## src/common/drs_pkg.sv

```systemverilog
package drs_pkg;

  // Register byte offsets.
  localparam logic [7:0] DRS_ASSIGN1_OFS = 8'h00;
  localparam logic [7:0] DRS_ASSIGN5_OFS = 8'h10;
  localparam logic [7:0] DRS_POL_OFS = 8'h14;
  localparam logic [7:0] DRS_CTRL_OFS = 8'h18;
  localparam logic [7:0] DRS_STATUS_OFS = 8'h1c;
  localparam logic [7:0] DRS_IRQ_STAT_OFS = 8'h20;
  localparam logic [7:0] DRS_IRQ_MASK_OFS = 8'h24;

  // Field positions.
  localparam int DRS_CTRL_EDGE_BIT = 0;
  localparam int DRS_ST_TRIP_BIT = 0;
  localparam int DRS_ST_RSTACT_BIT = 1;
  localparam int DRS_ST_ALARM_BIT = 2;
  localparam int DRS_ST_REMERR_BIT = 3;
  localparam int DRS_ST_MOTOR_BIT = 4;
  localparam int DRS_ST_SEQ_BIT = 5;
  localparam int DRS_IRQ_DONE_BIT = 0;
  localparam int DRS_IRQ_TRIP_BIT = 1;
  localparam int DRS_IRQ_REMERR_BIT = 2;
  localparam int DRS_IRQ_NCREF_BIT = 3;

  // Reset values.
  localparam logic [7:0] DRS_ASSIGN_RST = 8'h00;
  localparam logic [4:0] DRS_POL_RST = 5'h00;
  localparam logic DRS_EDGE_RST = 1'b0;
  localparam logic [3:0] DRS_IRQ_MASK_RST = 4'h0;

  // Option code that selects the reset function on a terminal.
  localparam logic [7:0] DRS_FUNC_RESET = 8'd18;
  localparam int DRS_NUM_TERMS = 5;

  // Timing, in their own units and then in clock cycles or ms ticks.
  localparam int DRS_CLK_PERIOD_NS = 50;
  localparam int DRS_TICK_NS = 1000000;
  localparam int DRS_TICK_CYCLES = DRS_TICK_NS / DRS_CLK_PERIOD_NS;
  localparam int DRS_MIN_PULSE_MS = 12;
  localparam int DRS_ALARM_CLEAR_MS = 30;
  localparam int DRS_PU_HOLD_S = 4;
  localparam int DRS_PU_HOLD_MS = DRS_PU_HOLD_S * 1000;
  localparam int DRS_SEQ_MS = 2;

  typedef enum logic [2:0] {
    DRS_PU = 3'b001,
    DRS_IDLE = 3'b010,
    DRS_SEQ = 3'b100
  } drs_state_t;

endpackage

```

## src/common/drs_in_if.sv

```systemverilog
`timescale 1ns/10ps
interface drs_in_if;
  logic [4:0] level;
  logic tick;
  modport src (output level, output tick);
  modport dst (input level, input tick);
endinterface

```

## src/logic/drs_in_sync.sv

```systemverilog
`timescale 1ns/10ps
module drs_in_sync
  import drs_pkg::*;
#(
  parameter int TICK_CYCLES = DRS_TICK_CYCLES
) (
  input wire logic sys_clk,
  input wire logic rst,
  input wire logic clk_en,
  input wire logic [4:0] term_pin,
  drs_in_if.src sync_out
);

  logic [4:0] s1_q, s2_q, s3_q, lvl_q, lvl_d;
  logic [31:0] div_q, div_d;
  logic tick_q, tick_d;

  ////////////////////////////////////////////////////////////////////////////
  // A level change counts only once stages two and three agree.
  always_comb begin
    lvl_d = ((s2_q ~^ s3_q) & s3_q) | ((s2_q ^ s3_q) & lvl_q);
    div_d = div_q + 32'd1;
    tick_d = 1'b0;
    if (div_q == 32'(TICK_CYCLES - 1)) begin
      div_d = 32'd0;
      tick_d = 1'b1;
    end
  end

  genvar gi;
  generate
    for (gi = 0; gi < 5; gi++) begin : g_bit
      always_ff @(posedge sys_clk or posedge rst) begin
        if (rst) begin
          s1_q[gi] <= 1'b0;
          s2_q[gi] <= 1'b0;
          s3_q[gi] <= 1'b0;
          lvl_q[gi] <= 1'b0;
        end else if (clk_en) begin
          s1_q[gi] <= term_pin[gi];
          s2_q[gi] <= s1_q[gi];
          s3_q[gi] <= s2_q[gi];
          lvl_q[gi] <= lvl_d[gi];
        end
      end
    end
  endgenerate

  always_ff @(posedge sys_clk or posedge rst) begin
    if (rst) begin
      div_q <= 32'd0;
      tick_q <= 1'b0;
    end else if (clk_en) begin
      div_q <= div_d;
      tick_q <= tick_d;
    end
  end

  assign sync_out.level = lvl_q;
  assign sync_out.tick = tick_q;

endmodule

```

## src/logic/drs_top.sv

```systemverilog
// The address map and the APB register port were decided locally.
`timescale 1ns/10ps
module drs_top
  import drs_pkg::*;
#(
  parameter int TICK_CYCLES = DRS_TICK_CYCLES
) (
  input wire logic sys_clk,
  input wire logic rst,
  input wire logic clk_en,
  input wire logic psel,
  input wire logic penable,
  input wire logic pwrite,
  input wire logic [7:0] paddr,
  input wire logic [31:0] pwdata,
  output logic [31:0] prdata,
  output logic pready,
  output logic pslverr,
  input wire logic [4:0] input_terminal,
  input wire logic fault_event,
  input wire logic run_cmd,
  input wire logic operator_key,
  output logic motor_enable,
  output logic alarm_out,
  output logic powerup_reset,
  output logic remote_link_error_message,
  output logic irq
);

  drs_in_if sync_if ();

  drs_in_sync #(
    .TICK_CYCLES(TICK_CYCLES)
  ) u_sync (
    .sys_clk(sys_clk),
    .rst(rst),
    .clk_en(clk_en),
    .term_pin(input_terminal),
    .sync_out(sync_if.src)
  );

  ////////////////////////////////////////////////////////////////////////////
  // Register file.
  logic [7:0] assign_q [DRS_NUM_TERMS];
  logic [7:0] assign_d [DRS_NUM_TERMS];
  logic [4:0] pol_q, pol_d;
  logic reset_edge_select_q, reset_edge_select_d;
  logic [3:0] irq_stat_q, irq_stat_d, irq_mask_q, irq_mask_d;
  logic [31:0] prdata_q, prdata_d;
  logic wr_en, rd_setup, addr_ok;
  logic [4:0] is_rst_term, nc_req;
  logic nc_refused;
  logic [3:0] ev;

  assign wr_en = psel & penable & pwrite;
  assign rd_setup = psel & ~penable & ~pwrite;
  assign addr_ok = (paddr[1:0] == 2'b00) && (paddr <= DRS_IRQ_MASK_OFS);
  assign pready = 1'b1;
  assign pslverr = psel & penable & ~addr_ok;
  assign prdata = prdata_q;

  genvar gi;
  generate
    for (gi = 0; gi < DRS_NUM_TERMS; gi++) begin : g_term
      // Only these five assignment slots can carry the reset function.
      assign is_rst_term[gi] = (assign_q[gi] == DRS_FUNC_RESET);
    end
  endgenerate

  logic [31:0] status_w;
  logic trip_q, trip_d;
  drs_state_t state_q, state_d;
  logic rem_err_q, rem_err_d;
  logic rst_level;

  always_comb begin
    status_w = 32'h0;
    status_w[DRS_ST_TRIP_BIT] = trip_q;
    status_w[DRS_ST_RSTACT_BIT] = rst_level;
    status_w[DRS_ST_ALARM_BIT] = trip_q;
    status_w[DRS_ST_REMERR_BIT] = rem_err_q;
    status_w[DRS_ST_MOTOR_BIT] = motor_enable;
    status_w[DRS_ST_SEQ_BIT] = (state_q != DRS_IDLE);
  end

  always_comb begin
    logic [7:0] tmp;
    tmp = 8'h00;
    assign_d = assign_q;
    pol_d = pol_q;
    reset_edge_select_d = reset_edge_select_q;
    irq_mask_d = irq_mask_q;
    prdata_d = prdata_q;
    nc_refused = 1'b0;
    if (wr_en && addr_ok) begin
      for (int i = 0; i < DRS_NUM_TERMS; i++) begin
        if (paddr == DRS_ASSIGN1_OFS + 8'(4 * i)) begin
          assign_d[i] = pwdata[7:0];
        end
      end
      if (paddr == DRS_POL_OFS) begin
        pol_d = pwdata[4:0];
      end
      if (paddr == DRS_CTRL_OFS) begin
        reset_edge_select_d = pwdata[DRS_CTRL_EDGE_BIT];
      end
      if (paddr == DRS_IRQ_MASK_OFS) begin
        irq_mask_d = pwdata[3:0];
      end
    end
    // A reset terminal is forced back to normally open.
    nc_req = pol_d & is_rst_term;
    if (|nc_req) begin
      pol_d = pol_d & ~nc_req;
      nc_refused = 1'b1;
    end
    if (rd_setup) begin
      prdata_d = 32'h0;
      for (int i = 0; i < DRS_NUM_TERMS; i++) begin
        if (paddr == DRS_ASSIGN1_OFS + 8'(4 * i)) begin
          tmp = assign_q[i];
          prdata_d = {24'h0, tmp};
        end
      end
      case (paddr)
        DRS_POL_OFS: prdata_d = {27'h0, pol_q};
        DRS_CTRL_OFS: prdata_d = {31'h0, reset_edge_select_q};
        DRS_STATUS_OFS: prdata_d = status_w;
        DRS_IRQ_STAT_OFS: prdata_d = {28'h0, irq_stat_q};
        DRS_IRQ_MASK_OFS: prdata_d = {28'h0, irq_mask_q};
        default: prdata_d = prdata_d;
      endcase
    end
  end

  // Events win over a write-one-to-clear in the same cycle.
  always_comb begin
    irq_stat_d = irq_stat_q;
    if (wr_en && paddr == DRS_IRQ_STAT_OFS) begin
      irq_stat_d = irq_stat_q & ~pwdata[3:0];
    end
    irq_stat_d = irq_stat_d | ev;
  end

  assign irq = |(irq_stat_q & irq_mask_q);

  always_ff @(posedge sys_clk or posedge rst) begin
    if (rst) begin
      for (int i = 0; i < DRS_NUM_TERMS; i++) begin
        assign_q[i] <= DRS_ASSIGN_RST;
      end
      pol_q <= DRS_POL_RST;
      reset_edge_select_q <= DRS_EDGE_RST;
      irq_stat_q <= 4'h0;
      irq_mask_q <= DRS_IRQ_MASK_RST;
      prdata_q <= 32'h0;
    end else if (clk_en) begin
      assign_q <= assign_d;
      pol_q <= pol_d;
      reset_edge_select_q <= reset_edge_select_d;
      irq_stat_q <= irq_stat_d;
      irq_mask_q <= irq_mask_d;
      prdata_q <= prdata_d;
    end
  end

  ////////////////////////////////////////////////////////////////////////////
  // Reset request detection and sequencing.
  logic [4:0] term_lvl;
  logic rst_prev_q, rst_prev_d;
  logic [7:0] on_ms_q, on_ms_d;
  logic fired_q, fired_d;
  logic [7:0] seq_ms_q, seq_ms_d;
  logic pu_hold_q, pu_hold_d;
  logic [12:0] pu_ms_q, pu_ms_d;
  logic req;
  logic tick;

  assign term_lvl = sync_if.level;
  assign tick = sync_if.tick;
  assign rst_level = |(term_lvl & is_rst_term);

  always_comb begin
    rst_prev_d = rst_level;
    on_ms_d = on_ms_q;
    fired_d = fired_q;
    req = 1'b0;
    if (rst_level) begin
      if (tick && on_ms_q != 8'hff) begin
        on_ms_d = on_ms_q + 8'd1;
      end
      // Leading mode fires once the pulse has proven itself long enough.
      if (!reset_edge_select_q && !fired_q && on_ms_q >= 8'(DRS_MIN_PULSE_MS)) begin
        req = 1'b1;
        fired_d = 1'b1;
      end
    end else begin
      on_ms_d = 8'h00;
      fired_d = 1'b0;
      if (rst_prev_q && reset_edge_select_q && on_ms_q >= 8'(DRS_MIN_PULSE_MS)) begin
        req = 1'b1;
      end
    end
  end

  always_comb begin
    state_d = state_q;
    seq_ms_d = seq_ms_q;
    trip_d = trip_q;
    ev = 4'h0;
    ev[DRS_IRQ_NCREF_BIT] = nc_refused;
    case (state_q)
      DRS_PU: begin
        state_d = DRS_SEQ;
        seq_ms_d = 8'h00;
      end
      DRS_IDLE: begin
        if (req) begin
          state_d = DRS_SEQ;
          seq_ms_d = 8'h00;
        end
      end
      DRS_SEQ: begin
        if (tick) begin
          seq_ms_d = seq_ms_q + 8'd1;
        end
        if (seq_ms_q >= 8'(DRS_SEQ_MS)) begin
          state_d = DRS_IDLE;
          ev[DRS_IRQ_DONE_BIT] = 1'b1;
        end
      end
      default: state_d = DRS_PU;
    endcase
    // Trip is cleared on entry to the sequence, well inside the alarm deadline.
    if (state_q == DRS_SEQ) begin
      trip_d = 1'b0;
    end else if (fault_event) begin
      trip_d = 1'b1;
      ev[DRS_IRQ_TRIP_BIT] = ~trip_q;
    end
    if (rem_err_d && !rem_err_q) begin
      ev[DRS_IRQ_REMERR_BIT] = 1'b1;
    end
  end

  // The 4 s watch only runs while the terminal has been on since power-up.
  // The power-up sequence gives software time to assign the terminal before an off level ends the watch.
  always_comb begin
    pu_hold_d = pu_hold_q;
    pu_ms_d = pu_ms_q;
    rem_err_d = rem_err_q;
    if (!rst_level) begin
      pu_hold_d = pu_hold_q && (state_q != DRS_IDLE);
    end else if (pu_hold_q && tick && pu_ms_q <= 13'(DRS_PU_HOLD_MS)) begin
      pu_ms_d = pu_ms_q + 13'd1;
    end
    if (pu_hold_q && pu_ms_q > 13'(DRS_PU_HOLD_MS)) begin
      rem_err_d = 1'b1;
    end else if (rem_err_q && !rst_level && operator_key) begin
      rem_err_d = 1'b0;
    end
  end

  always_ff @(posedge sys_clk or posedge rst) begin
    if (rst) begin
      rst_prev_q <= 1'b0;
      on_ms_q <= 8'h00;
      fired_q <= 1'b0;
      state_q <= DRS_PU;
      seq_ms_q <= 8'h00;
      trip_q <= 1'b0;
      pu_hold_q <= 1'b1;
      pu_ms_q <= 13'h0000;
      rem_err_q <= 1'b0;
    end else if (clk_en) begin
      rst_prev_q <= rst_prev_d;
      on_ms_q <= on_ms_d;
      fired_q <= fired_d;
      state_q <= state_d;
      seq_ms_q <= seq_ms_d;
      trip_q <= trip_d;
      pu_hold_q <= pu_hold_d;
      pu_ms_q <= pu_ms_d;
      rem_err_q <= rem_err_d;
    end
  end

  ////////////////////////////////////////////////////////////////////////////
  // Outputs. Run is not gated after the sequence, so the motor restarts at once.
  logic motor_q, motor_d;

  always_comb begin
    motor_d = run_cmd && !trip_q && !rst_level && (state_q == DRS_IDLE);
  end

  always_ff @(posedge sys_clk or posedge rst) begin
    if (rst) begin
      motor_q <= 1'b0;
    end else if (clk_en) begin
      motor_q <= motor_d;
    end
  end

  assign motor_enable = motor_q;
  assign alarm_out = trip_q;
  assign powerup_reset = (state_q != DRS_IDLE);
  assign remote_link_error_message = rem_err_q;

endmodule

```

## config.mk

```make
export PLATFORM = sky130hd
export DESIGN_NAME = drs_top
export DESIGN_NICKNAME = d
export VERILOG_FILES = /design/src/common/drs_pkg.sv /design/src/common/drs_in_if.sv /design/src/logic/drs_in_sync.sv /design/src/logic/drs_top.sv
export SDC_FILE = /design/constraint.sdc
export NUM_CORES = 1
export LEC_CHECK = 0
export BUFFER_PORTS_ARGS = -buffer_cell sky130_fd_sc_hd__buf_4
export CORE_MARGIN = 2
export CORE_UTILIZATION = 59
export CTS_CLUSTER_DIAMETER = 80
export CTS_CLUSTER_SIZE = 10
export DETAILED_ROUTE_END_ITERATION = 10
export HOLD_SLACK_MARGIN = 0.12
export PLACE_DENSITY_LB_ADDON = 0.1
export SLEW_MARGIN = 40
export SYNTH_ARGS = -nofsm -noshare
export SYNTH_HDL_FRONTEND = slang
export SYNTH_SLANG_ARGS = --single-unit
```

## constraint.sdc

```tcl
create_clock -name sys_clk -period 6 [get_ports sys_clk]
set_input_delay 0.6 -clock sys_clk [delete_from_list [all_inputs] [get_ports sys_clk]]
set_output_delay 0.6 -clock sys_clk [all_outputs]
set_load 0.005 [all_outputs]
```

* Word level (Yosys, flattened, before mapping)
Cells that the tools add are included. W data, S select, Z words.
Cells by class: add/subtract/negate cells 4, magnitude comparators 5, equal/unequal tests 25, multiplexer cells 35, bitwise logic cells 23, reductions and logical operators 45
Operators with widths (count):
- $mux W32 | 5
- $pmux W32 S5 | 1
- $eq A8 B5 Y1 const B | 9
- $mux W8 | 5
- $add A32 B1 Y32 const B | 1
- $eq A32 B15 Y1 const B | 1
- $reduce_and A3 Y1 | 9
- $and A5 B5 Y5 | 5
- $pmux W8 S3 | 1
- $logic_and A1 B1 Y1 | 18
- $add A8 B1 Y8 const B | 2
- $eq A8 B4 Y1 const B | 2
- $eq A8 B6 Y1 const B | 2
- $mux W1 | 16
- $mux W5 | 3
- $add A13 B1 Y13 const B | 1
- $gt A13 B12 Y1 const B | 1
- $le A13 B12 Y1 const B | 1
- $reduce_and A2 Y1 | 5
- $reduce_or A5 Y1 | 2
- $pmux W3 S3 | 1
- $and A4 B4 Y4 | 2
- $eq A8 B3 Y1 const B | 1
- $ge A8 B2 Y1 const B | 1
- other kinds (26) | 42
Word-level totals: register bits 177, bits of input ports 54, word-level logic and storage cells 179

* Depth between registers and ports, before layout
word-level depth 11, gate-level depth with buffers 9, depth with buffers taken out 8

* Hierarchy
From an unflattened synthesis, not the netlist that was laid out.
Unflattened totals: cell total of the unflattened synthesis 747, area total of the unflattened synthesis 8000.2 um2
By module, submodules not included:
- drs_top | times used 1, cells each 535, area an instance 5544.1 um2
- drs_in_sync | times used 1, cells each 212, area an instance 2456.1 um2

* Least setup slack after synthesis
OpenSTA, ideal clock, no wires.
path kind input -> register, from in paddr[3], to reg irq_stat_q[3], data arrival time 2468 ps, data required time 5879 ps, path slack 3411 ps, stages on the path 7, path through or4b_1 > clkbuf_1 > nor3_4 > mux2_2 > a22oi_1 > nand2_1 > a22o_1
Between the ends: longest elaborated chain between the ends 8
Ends and longest elaborated chain:
- start: declaration | line drs_top.sv:14 | input wire logic [7:0] paddr,
- $le A8 B6 Y1 | line drs_top.sv:57 | assign addr_ok = (paddr[1:0] == 2'b00) && (paddr <= DRS_IRQ_MASK_OFS);
- $logic_and A1 B1 Y1 | line drs_top.sv:57
- $logic_and A1 B1 Y1 | line drs_top.sv:95 | if (wr_en && addr_ok) begin
- $mux W5 | line drs_top.sv:95
- $and A5 B5 Y5 | line drs_top.sv:112 | nc_req = pol_d & is_rst_term;
- $reduce_or A5 Y1 | line drs_top.sv:113 | if (|nc_req) begin
- $mux W1 | line drs_top.sv:113
- $or A4 B4 Y4 (*) | line drs_top.sv:142 | irq_stat_d = irq_stat_d | ev;
- end signal: assignment | line drs_top.sv:161 | irq_stat_q <= irq_stat_d;
- end: declaration | line drs_top.sv:48 | logic [3:0] irq_stat_q, irq_stat_d, irq_mask_q, irq_mask_d;
Every way passes the cells marked *; elsewhere a longest branch is shown, timed or not. A chain may end at the register's enable or synchronous reset.

==> results_dict.tcl <==
set metrics [dict create \
    outcome "finished clean" \
    place.gp.congestion 0.9304 \
    fmax_mhz 345.8 \
    crit_end "irq_stat_q[0]" \
    num_io_pins 93 \
    synth_seq_cells 153 \
    worst_r2r_endpoint "irq_stat_q[0]" \
    die_w_um 118.7 \
    crit_path_max_fanout 12 \
    start_util_pct 61.03 \
    chipHeight_um 118.7 \
    coreArea_um2 12720 \
    vias_per_cell 5.994 \
    fp-row-count 41 \
    finalSetupViolations 0 \
    yosysWarnings 0 \
    cts_max_path_buffers 2 \
    wirelength_um 16820 \
    grt_pass1_wl_um 27630 \
    track_usage_pct 25.15 \
    antenna_found_initial 0 \
    power_mw 2.336 \
    holdBufCountCts 0 \
    numCtsBuffers 17 \
    synthDistinctLibCells 70 \
    fin_nets 818 \
    irDropWorstVdd_mv 0.2336 \
    crit_path_end_kind "flip-flop" \
    first_pass_iters 7 \
    ctsRootBufferMaster "clkbuf_16" \
    overflow 0 \
    grt_max_degree 94 \
    syn_inst 718 \
    worstSetupStartpoint "assign_q[12]" \
    synthArstFlopShare_pct 100.0 \
    criticalPathCategory "reg2reg" \
    wl_per_cell_um 18.01 \
    tns_ps 0 \
    numPortBuffers 43 \
    startpoint_type "flip-flop" \
    cts.repair.resized 0 \
    cts_sinks 153 \
    r2r_cells 6 \
    internal-power_mw 1.778 \
    p_clk_share_pct 41.4 \
    finalInstanceArea_um2 8640 \
    hpwlAfterDp_um 11780 \
    rr_startpoint "assign_q[12]" \
    antenna_cells 0 \
    synth.area.top_cells "dfrtp_1 49%, mux2_2 11%, nand2_1 3.1%" \
    ant_nets 0 \
    slew_headroom_pct 44.02 \
    r2r_slack_ps 3110 \
    worst_pin_slew_ps 835.2 \
    powerDensity_nw_per_um2 270.4 \
    hp-class "in2async" \
    synth_top_flop_cell "dfrtp_1" \
    power_frac_comb_pct 8.7 \
    synth_top_area_share_pct 48.66 \
    crit_arrival_ps 3250 \
    p_switching_mw 0.5576 \
    synth_top_cell_by_area "dfrtp_1" \
    cts_tree "done" \
    required_ps 6360 \
    switching_share_pct 23.87 \
    period_needed_ps 2892 \
    cts_setup_buffers 0 \
    rsz0062_at_grt "false" \
    avgSynthCellArea_um2 10.81 \
    drive_gt1_share_pct 21.52 \
    drt_iter0_drc 504 \
    leakagePower_nw 4.005 \
    finClkSkew_ps 4.241 \
    worstSkewPairLatency_ps 420 \
    syn2layout_area_growth_pct 11.26 \
    htree_levels 4 \
    synth_edf_count 0 \
    syn_area_um2 7765 \
    die_area_um2 14090 \
    placement.cell_area_um2 8110 \
    hold_viol_final 0 \
    drv_slew 0 \
    finalCritPeriodShare_pct 48.20 \
    num_vias 5598 \
    grt_pass1_vias 5353 \
    sequentialPowerShare_pct 49.9 \
    route.detailed.drc 0 \
    yosysSeqAreaShare_pct 49.34 \
    clk_pin_slew_worst_paths_ps 50 \
    max_cap_viol_count 0 \
]
==> worst min path at each step <==
stage | startpoint | to | slack (ps) | cells past startpoint
final | rst | assign_q[2] | 260 | 2
after global routing | rst | prdata[7] | 330 | 2
after CTS | rst | assign_q[2] | 380 | 2
after detailed placement | pu_ms_q[12] | pu_ms_q[12] | 370 | 0
after global placement | pu_ms_q[12] | pu_ms_q[12] | 370 | 0
after floorplan | pu_ms_q[12] | pu_ms_q[12] | 430 | 1
==> cells in the final DEF (no fill, tap or decap), types with 17 or more instances in the layout <==
master / Yosys / final
xnor2_1: 25 / 25
nand2_1: 65 / 65
clkbuf_16: 0 / 17
nor2_1: 54 / 53
buf_4: 26 / 43
mux2_2: 73 / 73
conb_1: 2 / 25
inv_1: 19 / 18
dfrtp_1: 151 / 151
nor4_1: 17 / 17
xor2_1: 23 / 23
nand3_1: 29 / 29
nand4_1: 17 / 17
==> cells by family after synthesis <==
logic type / synth area share (%)
and+or+nand+nor: 17.55
adders and majority gates: 1.934
AOI/OAI and AO/OA: 8.379
DFF: 49.34
buffers and inverters: 4.882
xor gates and xnor gates: 5.624
other: 0.09672
muxes: 12.20
==> cell usage after synthesis, drive strengths merged (17+ instances only) <==
cell,instances
xor2,23
nor2,55
mux2,73
buf,38
nand2,65
nand4,17
xnor2,26
nand3,29
nor4,18
dfrtp,151
inv,19
==> layer usage <==
metal	wire, µm	vias up	global-route usage [%]
li1	-	2610	-
met5	0	-	0
met3	1296	36	7.239
met2	7650	226	37.75
met4	397	0	8.929
met1	7479	2726	35.02
==> critical path: stages (launching register included) <==
cell and delay (ps):
dfrtp_1 390, nor4b_1 150, and3_1 230, a222oi_1 690, a21oi_2 320, nor3_2 760
a32o_1 270
==> sequential cells by signal, summed over array words and instances (netlist names) <==
name,count
alarm_out,1
assign_q,40
fired_q,1
irq_mask_q,4
irq_stat_q,4
motor_enable,1
on_ms_q,8
pol_q,5
prdata,8
pu_hold_q,1
pu_ms_q,13
remote_link_error_message,1
reset_edge_select_q,1
rst_prev_q,1
seq_ms_q,8
state_q,3
u_sync.div_q,32
u_sync.s1_q,5
u_sync.s2_q,5
u_sync.s3_q,5
u_sync.sync_out.level,5
u_sync.sync_out.tick,1
==> power groups by stage <==
stage / sequential, mW / combinational [mW] / clock [mW]
after global placement: 1.18 / 0.197 / 0
after detailed placement: 1.18 / 0.205 / 0
after global routing: 1.18 / 0.234 / 1.03
after CTS: 1.16 / 0.208 / 0.986
final: 1.17 / 0.204 / 0.966
after floorplan: 1.17 / 0.146 / 0
==> per-stage QoR <==
stage | hold WS [ps] | util [%] | std cells | setup slack (ps)
2_1_floorplan | 429.0 | - | 741 | 1282
3_3_place_gp | 366.2 | 63.66 | 905 | 3057
3_5_place_dp | 368.0 | 63.75 | 905 | 3031
4_1_cts | 376.2 | 67.84 | 934 | 3144
5_1_grt | 326.9 | 67.91 | 934 | 2963
6_report | 257.4 | 67.91 | 934 | 3108
==> final cells by class <==
class | count | area [µm²]
clock inverters | 4 | 45.04
well taps | 172 | 215.2
repair buffers | 44 | 334.1
fillers | 977 | 4083
multi-input cells | 517 | 3660
flip-flops and latches | 153 | 3831
clock buffers | 25 | 475.5
inverters | 19 | 78.83
Note: power is estimated with default switching activity, not from simulation.
